**config.mk**
```make
export PLATFORM = sky130hd
export DESIGN_NAME = cwt_top
export DESIGN_NICKNAME = d
export VERILOG_FILES = /design/src/design/cwt_pkg.sv /design/src/design/cwt_tmr_if.sv /design/src/design/cwt_timer.sv /design/src/design/cwt_top.sv
export VERILOG_INCLUDE_DIRS = /design/src /design/src/design
export SDC_FILE = /design/constraint.sdc
export NUM_CORES = 1
export LEC_CHECK = 0
export BUFFER_PORTS_ARGS = -buffer_cell sky130_fd_sc_hd__buf_2
export CAP_MARGIN = 40
export CORE_MARGIN = 5
export CORE_UTILIZATION = 50
export DETAILED_ROUTE_END_ITERATION = 7
export GPL_ROUTABILITY_DRIVEN = 0
export GPL_TIMING_DRIVEN = 0
export PLACE_DENSITY_LB_ADDON = 0.12
export SLEW_MARGIN = 5
export SYNTH_ARGS = -nofsm -noshare
export SYNTH_HDL_FRONTEND = slang
export SYNTH_SLANG_ARGS = --single-unit
export TNS_END_PERCENT = 5
```
**constraint.sdc**
```tcl
create_clock -name clk_sys -period 2.87 [get_ports clk_sys]
set_input_delay 0.574 -clock clk_sys [delete_from_list [all_inputs] [get_ports clk_sys]]
set_output_delay 0.574 -clock clk_sys [all_outputs]
set_load 0.05 [all_outputs]
```
**src/design/cwt_consts.svh**
```systemverilog
// constants of the cyclic wake timer block
// ----------------------------------------------------------------------------
// ----------------------------------------------------------------------------
`ifndef CWT_CONSTS_SVH
`define CWT_CONSTS_SVH
// clock and base tick
`define CWT_CLK_MHZ 25
`define CWT_TICK_US 100
`define CWT_TICK_CYC ((`CWT_TICK_US * `CWT_CLK_MHZ))
`define CWT_PRE_W 12
// period choices, microseconds
`define CWT_PER0_US 10000
`define CWT_PER1_US 20000
`define CWT_PER2_US 50000
`define CWT_PER3_US 100000
`define CWT_PER4_US 200000
`define CWT_PER5_US 1000000
`define CWT_PER6_US 2000000
// on-time choices, microseconds
`define CWT_ON1_US 100
`define CWT_ON2_US 300
`define CWT_ON3_US 1000
`define CWT_ON4_US 10000
`define CWT_ON5_US 20000
// tick counter width
`define CWT_TW 15
// field layout of a timer control word: period [2:0], on-time [5:3]
`define CWT_PER_LSB 0
`define CWT_PER_MSB 2
`define CWT_ON_LSB 3
`define CWT_ON_MSB 5
`define CWT_TCTL_RST 6'h00
// high-side map fields, two bits per output
`define CWT_MAP_W 2
`define CWT_MAP_RST 2'h0
`endif

```
**src/design/cwt_pkg.sv**
```systemverilog
// types of the cyclic wake timer block
package cwt_pkg;
  typedef enum logic [1:0] {CWT_NORMAL = 2'h0, CWT_STOP = 2'h1, CWT_SLEEP = 2'h2,
    CWT_FAILSAFE = 2'h3} cwt_mode_e;
  typedef enum logic [2:0] {CWT_ON_OFF_LOW = 3'h0, CWT_ON_0P1 = 3'h1, CWT_ON_0P3 = 3'h2,
    CWT_ON_1P0 = 3'h3, CWT_ON_10 = 3'h4, CWT_ON_20 = 3'h5, CWT_ON_OFF_HIGH = 3'h6,
    CWT_ON_RSVD = 3'h7} cwt_on_e;
  typedef enum logic [1:0] {CWT_HS_OFF = 2'h0, CWT_HS_T1 = 2'h1, CWT_HS_T2 = 2'h2,
    CWT_HS_ON = 2'h3} cwt_hs_e;
  typedef enum logic [2:0] {CWT_T_IDLE = 3'h1, CWT_T_FIRST = 3'h2, CWT_T_RUN = 3'h4} cwt_tst_e;
endpackage : cwt_pkg

```
**src/design/cwt_tmr_if.sv**
```systemverilog
// link between the control logic and one timer engine
`timescale 1ns/1ps
`default_nettype none
`include "cwt_consts.svh"
interface cwt_tmr_if;
  logic tick;
  logic start;
  logic stop;
  logic [`CWT_TW-1:0] per_ticks;
  logic [`CWT_TW-1:0] on_ticks;
  logic phase_start;
  logic active;
  modport ctl (output tick, start, stop, per_ticks, on_ticks, input phase_start, active);
  modport tmr (input tick, start, stop, per_ticks, on_ticks, output phase_start, active);
endinterface : cwt_tmr_if
`default_nettype wire

```
**src/design/cwt_timer.sv**
```systemverilog
// one periodic timer engine
`timescale 1ns/1ps
`default_nettype none
`include "cwt_consts.svh"
module cwt_timer
  import cwt_pkg::*;
(
  input wire logic clk_sys,
  input wire logic sys_rst,
  input wire logic ce,
  cwt_tmr_if.tmr t
);
  cwt_tst_e state_reg;
  logic [`CWT_TW-1:0] cnt_reg;
  logic last_tick;

  assign last_tick = (cnt_reg == t.per_ticks - `CWT_TW'(1));

  // ----------------------------------------------------------------------
  // sequence: idle, first phase without interrupt, then running
  // ----------------------------------------------------------------------
  always_ff @(posedge clk_sys)
  begin
    if (sys_rst)
      state_reg <= CWT_T_IDLE;
    else if (ce)
    begin
      case (state_reg)
        CWT_T_IDLE: if (t.start) state_reg <= CWT_T_FIRST;
        CWT_T_FIRST:
        begin
          if (t.stop) state_reg <= CWT_T_IDLE;
          else if (t.start) state_reg <= CWT_T_FIRST;
          else if (t.tick && last_tick) state_reg <= CWT_T_RUN;
        end
        CWT_T_RUN:
        begin
          if (t.stop) state_reg <= CWT_T_IDLE;
          else if (t.start) state_reg <= CWT_T_FIRST;
        end
        default: state_reg <= CWT_T_IDLE;
      endcase
    end
  end

  // tick counter inside one period; a restart begins a fresh first phase
  always_ff @(posedge clk_sys)
  begin
    if (sys_rst)
      cnt_reg <= '0;
    else if (ce)
    begin
      if (t.start || state_reg == CWT_T_IDLE)
        cnt_reg <= '0;
      else if (t.tick)
        cnt_reg <= last_tick ? '0 : cnt_reg + `CWT_TW'(1);
    end
  end

  // one pulse per phase start, never for the first phase
  always_ff @(posedge clk_sys)
  begin
    if (sys_rst)
      t.phase_start <= 1'b0;
    else if (ce)
      t.phase_start <= t.tick && last_tick && !t.start && !t.stop
        && state_reg != CWT_T_IDLE;
  end

  // active while inside the on-time part of the period
  always_ff @(posedge clk_sys)
  begin
    if (sys_rst)
      t.active <= 1'b0;
    else if (ce)
      t.active <= (state_reg != CWT_T_IDLE || t.start) && !t.stop
        && (t.start ? 1'b1 : (cnt_reg < t.on_ticks));
  end
endmodule : cwt_timer
`default_nettype wire

```
**src/design/cwt_top.sv**
```systemverilog
// cyclic wake timers: configuration, two timers, high-side mapping, interrupt
`timescale 1ns/1ps
`default_nettype none
`include "cwt_consts.svh"
module cwt_top
  import cwt_pkg::*;
#(
  parameter int N_HS = 4,
  parameter int TICK_CYC = `CWT_TICK_CYC
)
(
  input wire logic clk_sys,
  input wire logic sys_rst,
  input wire logic ce,
  input wire logic [1:0] mode,
  input wire logic wake_ctl_wr,
  input wire logic [1:0] wake_ctl_wdata,
  input wire logic tctl1_wr,
  input wire logic tctl2_wr,
  input wire logic [5:0] tctl_wdata,
  input wire logic hs_ctl1_wr,
  input wire logic hs_ctl2_wr,
  input wire logic [2*`CWT_MAP_W-1:0] hs_ctl_wdata,
  input wire logic wake_clr,
  input wire logic cfg_fail_clr,
  output logic int_n,
  output logic [1:0] wake_flag,
  output logic cfg_fail,
  output logic [N_HS-1:0] hs_out,
  output logic [1:0] tmr_state,
  output logic [1:0] wake_en,
  output logic [5:0] tctl1_q,
  output logic [5:0] tctl2_q
);
  initial
  begin
    if (N_HS < 1 || N_HS > 4)
      $error("cwt_top: N_HS must lie between 1 and 4");
    // the prescaler must wrap inside its own width
    if (TICK_CYC < 2 || TICK_CYC > (1 << `CWT_PRE_W))
      $error("cwt_top: TICK_CYC does not fit the prescaler");
  end

  // ----------------------------------------------------------------------
  // tick lookups
  // ----------------------------------------------------------------------
  // period code to 0.1 ms ticks; code 7 is unused and treated as longest
  function automatic logic [`CWT_TW-1:0] per_lut(input logic [2:0] c);
    case (c)
      3'h0: per_lut = `CWT_TW'(`CWT_PER0_US / `CWT_TICK_US);
      3'h1: per_lut = `CWT_TW'(`CWT_PER1_US / `CWT_TICK_US);
      3'h2: per_lut = `CWT_TW'(`CWT_PER2_US / `CWT_TICK_US);
      3'h3: per_lut = `CWT_TW'(`CWT_PER3_US / `CWT_TICK_US);
      3'h4: per_lut = `CWT_TW'(`CWT_PER4_US / `CWT_TICK_US);
      3'h5: per_lut = `CWT_TW'(`CWT_PER5_US / `CWT_TICK_US);
      default: per_lut = `CWT_TW'(`CWT_PER6_US / `CWT_TICK_US);
    endcase
  endfunction : per_lut

  // on-time code to ticks; off codes give zero
  function automatic logic [`CWT_TW-1:0] on_lut(input logic [2:0] c);
    case (c)
      CWT_ON_0P1: on_lut = `CWT_TW'(`CWT_ON1_US / `CWT_TICK_US);
      CWT_ON_0P3: on_lut = `CWT_TW'(`CWT_ON2_US / `CWT_TICK_US);
      CWT_ON_1P0: on_lut = `CWT_TW'(`CWT_ON3_US / `CWT_TICK_US);
      CWT_ON_10: on_lut = `CWT_TW'(`CWT_ON4_US / `CWT_TICK_US);
      CWT_ON_20: on_lut = `CWT_TW'(`CWT_ON5_US / `CWT_TICK_US);
      default: on_lut = '0;
    endcase
  endfunction : on_lut

  // an on-time code that runs the timer
  function automatic logic on_runs(input logic [2:0] c);
    on_runs = (c >= CWT_ON_0P1) && (c <= CWT_ON_20);
  endfunction : on_runs

  // ----------------------------------------------------------------------
  // base tick of 0.1 ms
  // ----------------------------------------------------------------------
  localparam logic [`CWT_PRE_W-1:0] PRE_LAST = `CWT_PRE_W'(TICK_CYC - 1);
  logic [`CWT_PRE_W-1:0] pre_reg;
  logic tick_reg;

  // free-running prescaler; both timers share it, so a start may land anywhere
  // within the current 0.1 ms tick (up to one tick of phase jitter)
  always_ff @(posedge clk_sys)
  begin
    if (sys_rst)
    begin
      pre_reg <= '0;
      tick_reg <= 1'b0;
    end
    else if (ce)
    begin
      tick_reg <= (pre_reg == PRE_LAST);
      pre_reg <= (pre_reg == PRE_LAST) ? '0 : pre_reg + `CWT_PRE_W'(1);
    end
  end

  // ----------------------------------------------------------------------
  // configuration registers
  // ----------------------------------------------------------------------
  logic [5:0] tctl_reg [2];
  logic [1:0] wake_en_reg;
  logic [`CWT_MAP_W-1:0] hs_map_reg [4];
  logic [1:0] start_reg;
  logic [1:0] stop_reg;
  logic [1:0] twr;

  assign twr = {tctl2_wr, tctl1_wr};

  // wake-source enables, one bit per timer
  always_ff @(posedge clk_sys)
  begin
    if (sys_rst)
      wake_en_reg <= 2'h0;
    else if (ce && wake_ctl_wr)
      wake_en_reg <= wake_ctl_wdata;
  end

  // high-side maps: first register holds outputs 0 and 1, second 2 and 3
  always_ff @(posedge clk_sys)
  begin
    if (sys_rst)
    begin
      for (int i = 0; i < 4; i++)
        hs_map_reg[i] <= `CWT_MAP_RST;
    end
    else if (ce)
    begin
      if (hs_ctl1_wr)
      begin
        hs_map_reg[0] <= hs_ctl_wdata[`CWT_MAP_W-1:0];
        hs_map_reg[1] <= hs_ctl_wdata[2*`CWT_MAP_W-1:`CWT_MAP_W];
      end
      if (hs_ctl2_wr)
      begin
        hs_map_reg[2] <= hs_ctl_wdata[`CWT_MAP_W-1:0];
        hs_map_reg[3] <= hs_ctl_wdata[2*`CWT_MAP_W-1:`CWT_MAP_W];
      end
    end
  end

  // ----------------------------------------------------------------------
  // per-timer control and engines
  // ----------------------------------------------------------------------
  logic [1:0] phase;
  logic [1:0] act;
  logic [1:0] level;
  logic [1:0] bad;

  for (genvar g = 0; g < 2; g++)
  begin : g_tmr
    cwt_tmr_if tif ();

    // own control word per timer; a write of a running on-time (re)starts it,
    // an off code stops it, independent of enable or mapping
    always_ff @(posedge clk_sys)
    begin
      if (sys_rst)
      begin
        tctl_reg[g] <= `CWT_TCTL_RST;
        start_reg[g] <= 1'b0;
        stop_reg[g] <= 1'b0;
      end
      else if (ce)
      begin
        start_reg[g] <= twr[g] && on_runs(tctl_wdata[`CWT_ON_MSB:`CWT_ON_LSB]);
        stop_reg[g] <= twr[g] && !on_runs(tctl_wdata[`CWT_ON_MSB:`CWT_ON_LSB]);
        if (twr[g])
          tctl_reg[g] <= tctl_wdata;
      end
    end

    assign tif.tick = tick_reg;
    assign tif.start = start_reg[g];
    assign tif.stop = stop_reg[g];
    assign tif.per_ticks = per_lut(tctl_reg[g][`CWT_PER_MSB:`CWT_PER_LSB]);
    assign tif.on_ticks = on_lut(tctl_reg[g][`CWT_ON_MSB:`CWT_ON_LSB]);
    assign phase[g] = tif.phase_start;
    assign act[g] = tif.active;

    // output level: off codes pin the level, otherwise the on-time phase
    assign level[g] = (tctl_reg[g][`CWT_ON_MSB:`CWT_ON_LSB] == CWT_ON_OFF_HIGH) ? 1'b1
      : on_runs(tctl_reg[g][`CWT_ON_MSB:`CWT_ON_LSB]) && tif.active;

    // on-time longer than period is flagged on the write
    assign bad[g] = twr[g] && (on_lut(tctl_wdata[`CWT_ON_MSB:`CWT_ON_LSB])
      > per_lut(tctl_wdata[`CWT_PER_MSB:`CWT_PER_LSB]));

    cwt_timer u_tmr (
      .clk_sys(clk_sys),
      .sys_rst(sys_rst),
      .ce(ce),
      .t(tif.tmr)
    );
  end

  // ----------------------------------------------------------------------
  // status, flags and interrupt
  // ----------------------------------------------------------------------
  logic irq_mode;
  logic [1:0] wake_set;

  assign irq_mode = (mode == CWT_NORMAL) || (mode == CWT_STOP);
  assign wake_set = phase & wake_en_reg & {2{irq_mode}};

  // sticky wake flags; a new event in the clear cycle wins
  always_ff @(posedge clk_sys)
  begin
    if (sys_rst)
      wake_flag <= 2'h0;
    else if (ce)
      wake_flag <= (wake_clr ? 2'h0 : wake_flag) | wake_set;
  end

  // interrupt low while a wake flag stands or is being set
  always_ff @(posedge clk_sys)
  begin
    if (sys_rst)
      int_n <= 1'b1;
    else if (ce)
      int_n <= !(|((wake_clr ? 2'h0 : wake_flag) | wake_set));
  end

  // configuration failure flag; accepted anyway, set wins over clear
  always_ff @(posedge clk_sys)
  begin
    if (sys_rst)
      cfg_fail <= 1'b0;
    else if (ce)
      cfg_fail <= (cfg_fail && !cfg_fail_clr) || (|bad);
  end

  // mapped high-side drive, registered so the pins never glitch
  for (genvar h = 0; h < N_HS; h++)
  begin : g_hs
    always_ff @(posedge clk_sys)
    begin
      if (sys_rst)
        hs_out[h] <= 1'b0;
      else if (ce)
      begin
        case (hs_map_reg[h])
          CWT_HS_T1: hs_out[h] <= level[0];
          CWT_HS_T2: hs_out[h] <= level[1];
          CWT_HS_ON: hs_out[h] <= 1'b1;
          default: hs_out[h] <= 1'b0;
        endcase
      end
    end
  end

  // readback copies of configuration and timer activity
  always_ff @(posedge clk_sys)
  begin
    if (sys_rst)
    begin
      tmr_state <= 2'h0;
      wake_en <= 2'h0;
      tctl1_q <= `CWT_TCTL_RST;
      tctl2_q <= `CWT_TCTL_RST;
    end
    else if (ce)
    begin
      tmr_state <= act;
      wake_en <= wake_en_reg;
      tctl1_q <= tctl_reg[0];
      tctl2_q <= tctl_reg[1];
    end
  end
endmodule : cwt_top
`default_nettype wire

```
==> flow_summary.toml <==
[yosys]
synth_nets = 713
synth_cell_type_count = 70
synth_edf_count = 20
ys_ff_latch = 103
yosys.area_share.simple_pct = 26.95
synth_cells = 669
yosysSeqAreaShare_pct = 39.17
ys_async_sr_fraction_pct = 0
postSynthAreaPerCell_um2 = 8.633
synth_xor_area_share_pct = 4.549
ys.flop_type = "dfxtp_1"
yosys_warnings = 0
synth_top_family_by_area = "simple AND/OR/NAND/NOR gates"
synth_compound_area_share_pct = 16.27
synthMuxAreaShare_pct = 3.986
synth_fa_ha_area_share_pct = 4.333
synth_area_mm2 = 0.005776

[sta]
fin_tns_setup_ns = 0
fin_crit_sh_pct = 82.88
tightest_slew_ns = 0.8369
maxSlewViolCount = 0
worst_clock_skew_ns = 0.01065
rsz0062_at_grt = "false"
hold_viol_final = 0
relSlewSlack_pct = 44.21
period_minus_slack_ns = 2.379
setup_viol = 0
hold-worst-slack_ns = 0.4757
max_freq_mhz = 420.4

[global_route]
grt_max_degree = 18
grt_pass1_vias = 5000
grt_pass1_wl_mm = 24.56
antenna_found_initial = 0
track_usage_pct = 21.13
grt-ovfl-total = 0

[setup_path]
worst-path-max-fanout = 10
path_cells = "buf_4 > nor3_1 > a21boi_0 > a32oi_1 > o2111ai_2 > buf_6 > nand4_1 > o311ai_0"
worst_ep_required_time_ns = 3.06
cp-end-kind = "register"
arrival_ns = 2.57
slowest_delay_ns = 0.49
critPathKind = "register to register"
cp-start-kind = "register"
slowest_stage = "edfxtp_1"

[die]
dieArea_mm2 = 0.01380
start_util_pct = 50.80
rows = 39
die_h_um = 117.5
num_io_pins = 48
fp.coreArea_mm2 = 0.01137
die_w_um = 117.5

[clock_tree]
clockBufferDepth = 2
numCtsBuffers = 9
hold_buffers = 0
cts_tree = "done"
clkTransAtPathRegs_ns = 0.07
cts-root-buf = "clkbuf_16"
clock-sinks = 103
cts_setup_buffers = 0
clk_latency_ns = 0.35
cts_resized = 0
htree_levels = 3

[route]
drt-wirelength-per-cell_um = 16.80
antenna_left = 0
drt_iter0_markers = 365
num_vias = 5146
drc_errors = 0
wl_mm = 14.65
drtPass1Iterations = 4
vias_per_cell = 5.901

[cells_and_area]
drive_above_1_share_pct = 14.40
multi_input_comb_area_mm2 = 0.003239
final_cells = 872
utilization_pct = 56.96
final_cell_mix = "83 x dfxtp_1, 82 x nor2_1, 68 x nand2_1, 52 x buf_2, 39 x a21oi_1"
seqCellArea_mm2 = 0.002262
antenna_cells = 0
largest_reg_flops = 30
final_nets = 768
area_delta_synth_final_pct = 12.13
final_common_cell = "dfxtp_1"
fillers = 1058

[placed_design]
dp_hpwl_mm = 10.80
numPortBuffers = 44
place_inst = 856

[power]
ir_worst_vdd_uv = 338.5
power_density_mw_per_mm2 = 501.9
leakage_nw = 2.528

[hold_path]
holdCritPathClass = "register to register"

[flow_run]
drv_cap = 0

[status]
status = "finished, final reports clean"
==> where the power goes <==
group / switching, mW / internal [mW] / total, mW
Clock: 0.551 / 0.706 / 1.26
Combinational: 0.273 / 0.149 / 0.421
Sequential: 0.0457 / 1.53 / 1.57
Total: 0.869 / 2.38 / 3.25
==> final timing paths <==
check                      start                         to  slack (ns)  cells after the start
hold reg to reg         cfg_fail                   cfg_fail        0.48                      2
hold / removal          cfg_fail                   cfg_fail        0.48                      2
setup reg to reg  tctl_reg[1][2]  g_tmr[1].u_tmr.cnt_reg[3]        0.49                      8
setup / recovery  tctl_reg[1][2]  g_tmr[1].u_tmr.cnt_reg[3]        0.49                      8
==> routing by layer <==
layer  up-vias  part of all wire [%]  global-route usage [%]
met4         0                   2.0                   8.029
li1       2520                     -                       -
met2       147                    48                   34.19
met5         -                     0                       0
met3        22                   4.9                   3.220
met1      2457                    45                   28.49
==> logic make-up after synthesis <==
logic type	count (synthesis)
and+or+nand+nor	310
AOI/OAI and AO/OA	123
DFF	103
buffers and inverters	60
xor gates and xnor gates	30
muxes	23
adders and majority gates	20
==> layout make-up <==
type / instances / share of cell area (%)
multi-input combinational: 506 / 50.02
sequential: 103 / 34.93
clock buffer: 12 / 3.806
timing repair buffer: 44 / 3.400
buffer: 44 / 3.304
tap: 143 / 2.763
inverter: 16 / 0.9274
clock inverter: 4 / 0.8501
==> worst max-delay path, delay by kind of cell, from the launching register on <==
| family | cells | cell delay, ns |
|---|---|---|
| AND/OR/NAND/NOR | 2 | 0.32 |
| flip-flops | 1 | 0.49 |
| buffers and inverters | 2 | 0.49 |
| AO/OA/AOI/OAI | 4 | 0.90 |
==> through the flow <==
| step | worst slack [ns] | area [µm²] | power (mW) |
|---|---|---|---|
| after detailed placement | 0.3759 | 6175 | 2.025 |
| after global routing | 0.3777 | 6476 | 3.387 |
| after global placement | 0.4106 | 6175 | 2.009 |
| final | 0.4913 | 6476 | 3.250 |
| after CTS | 0.5677 | 6476 | 3.271 |
| after floorplan | 0.7376 | 5776 | 1.898 |
==> synth_stat cells, drive strengths merged (17+ instances only) <==
cell type  instances  share of area (%)
nor2              82                5.3
mux2i             23                4.0
nor3              26                2.3
xor2              17                2.6
and3              28                3.0
clkbuf            29                1.9
nand4             24                2.7
nand3             27                2.4
nand2             68                4.4
ha                20                4.3
dfxtp             83                 29
edfxtp            20                 10
a21oi             39                3.4
(Power assumes the default switching activity.)
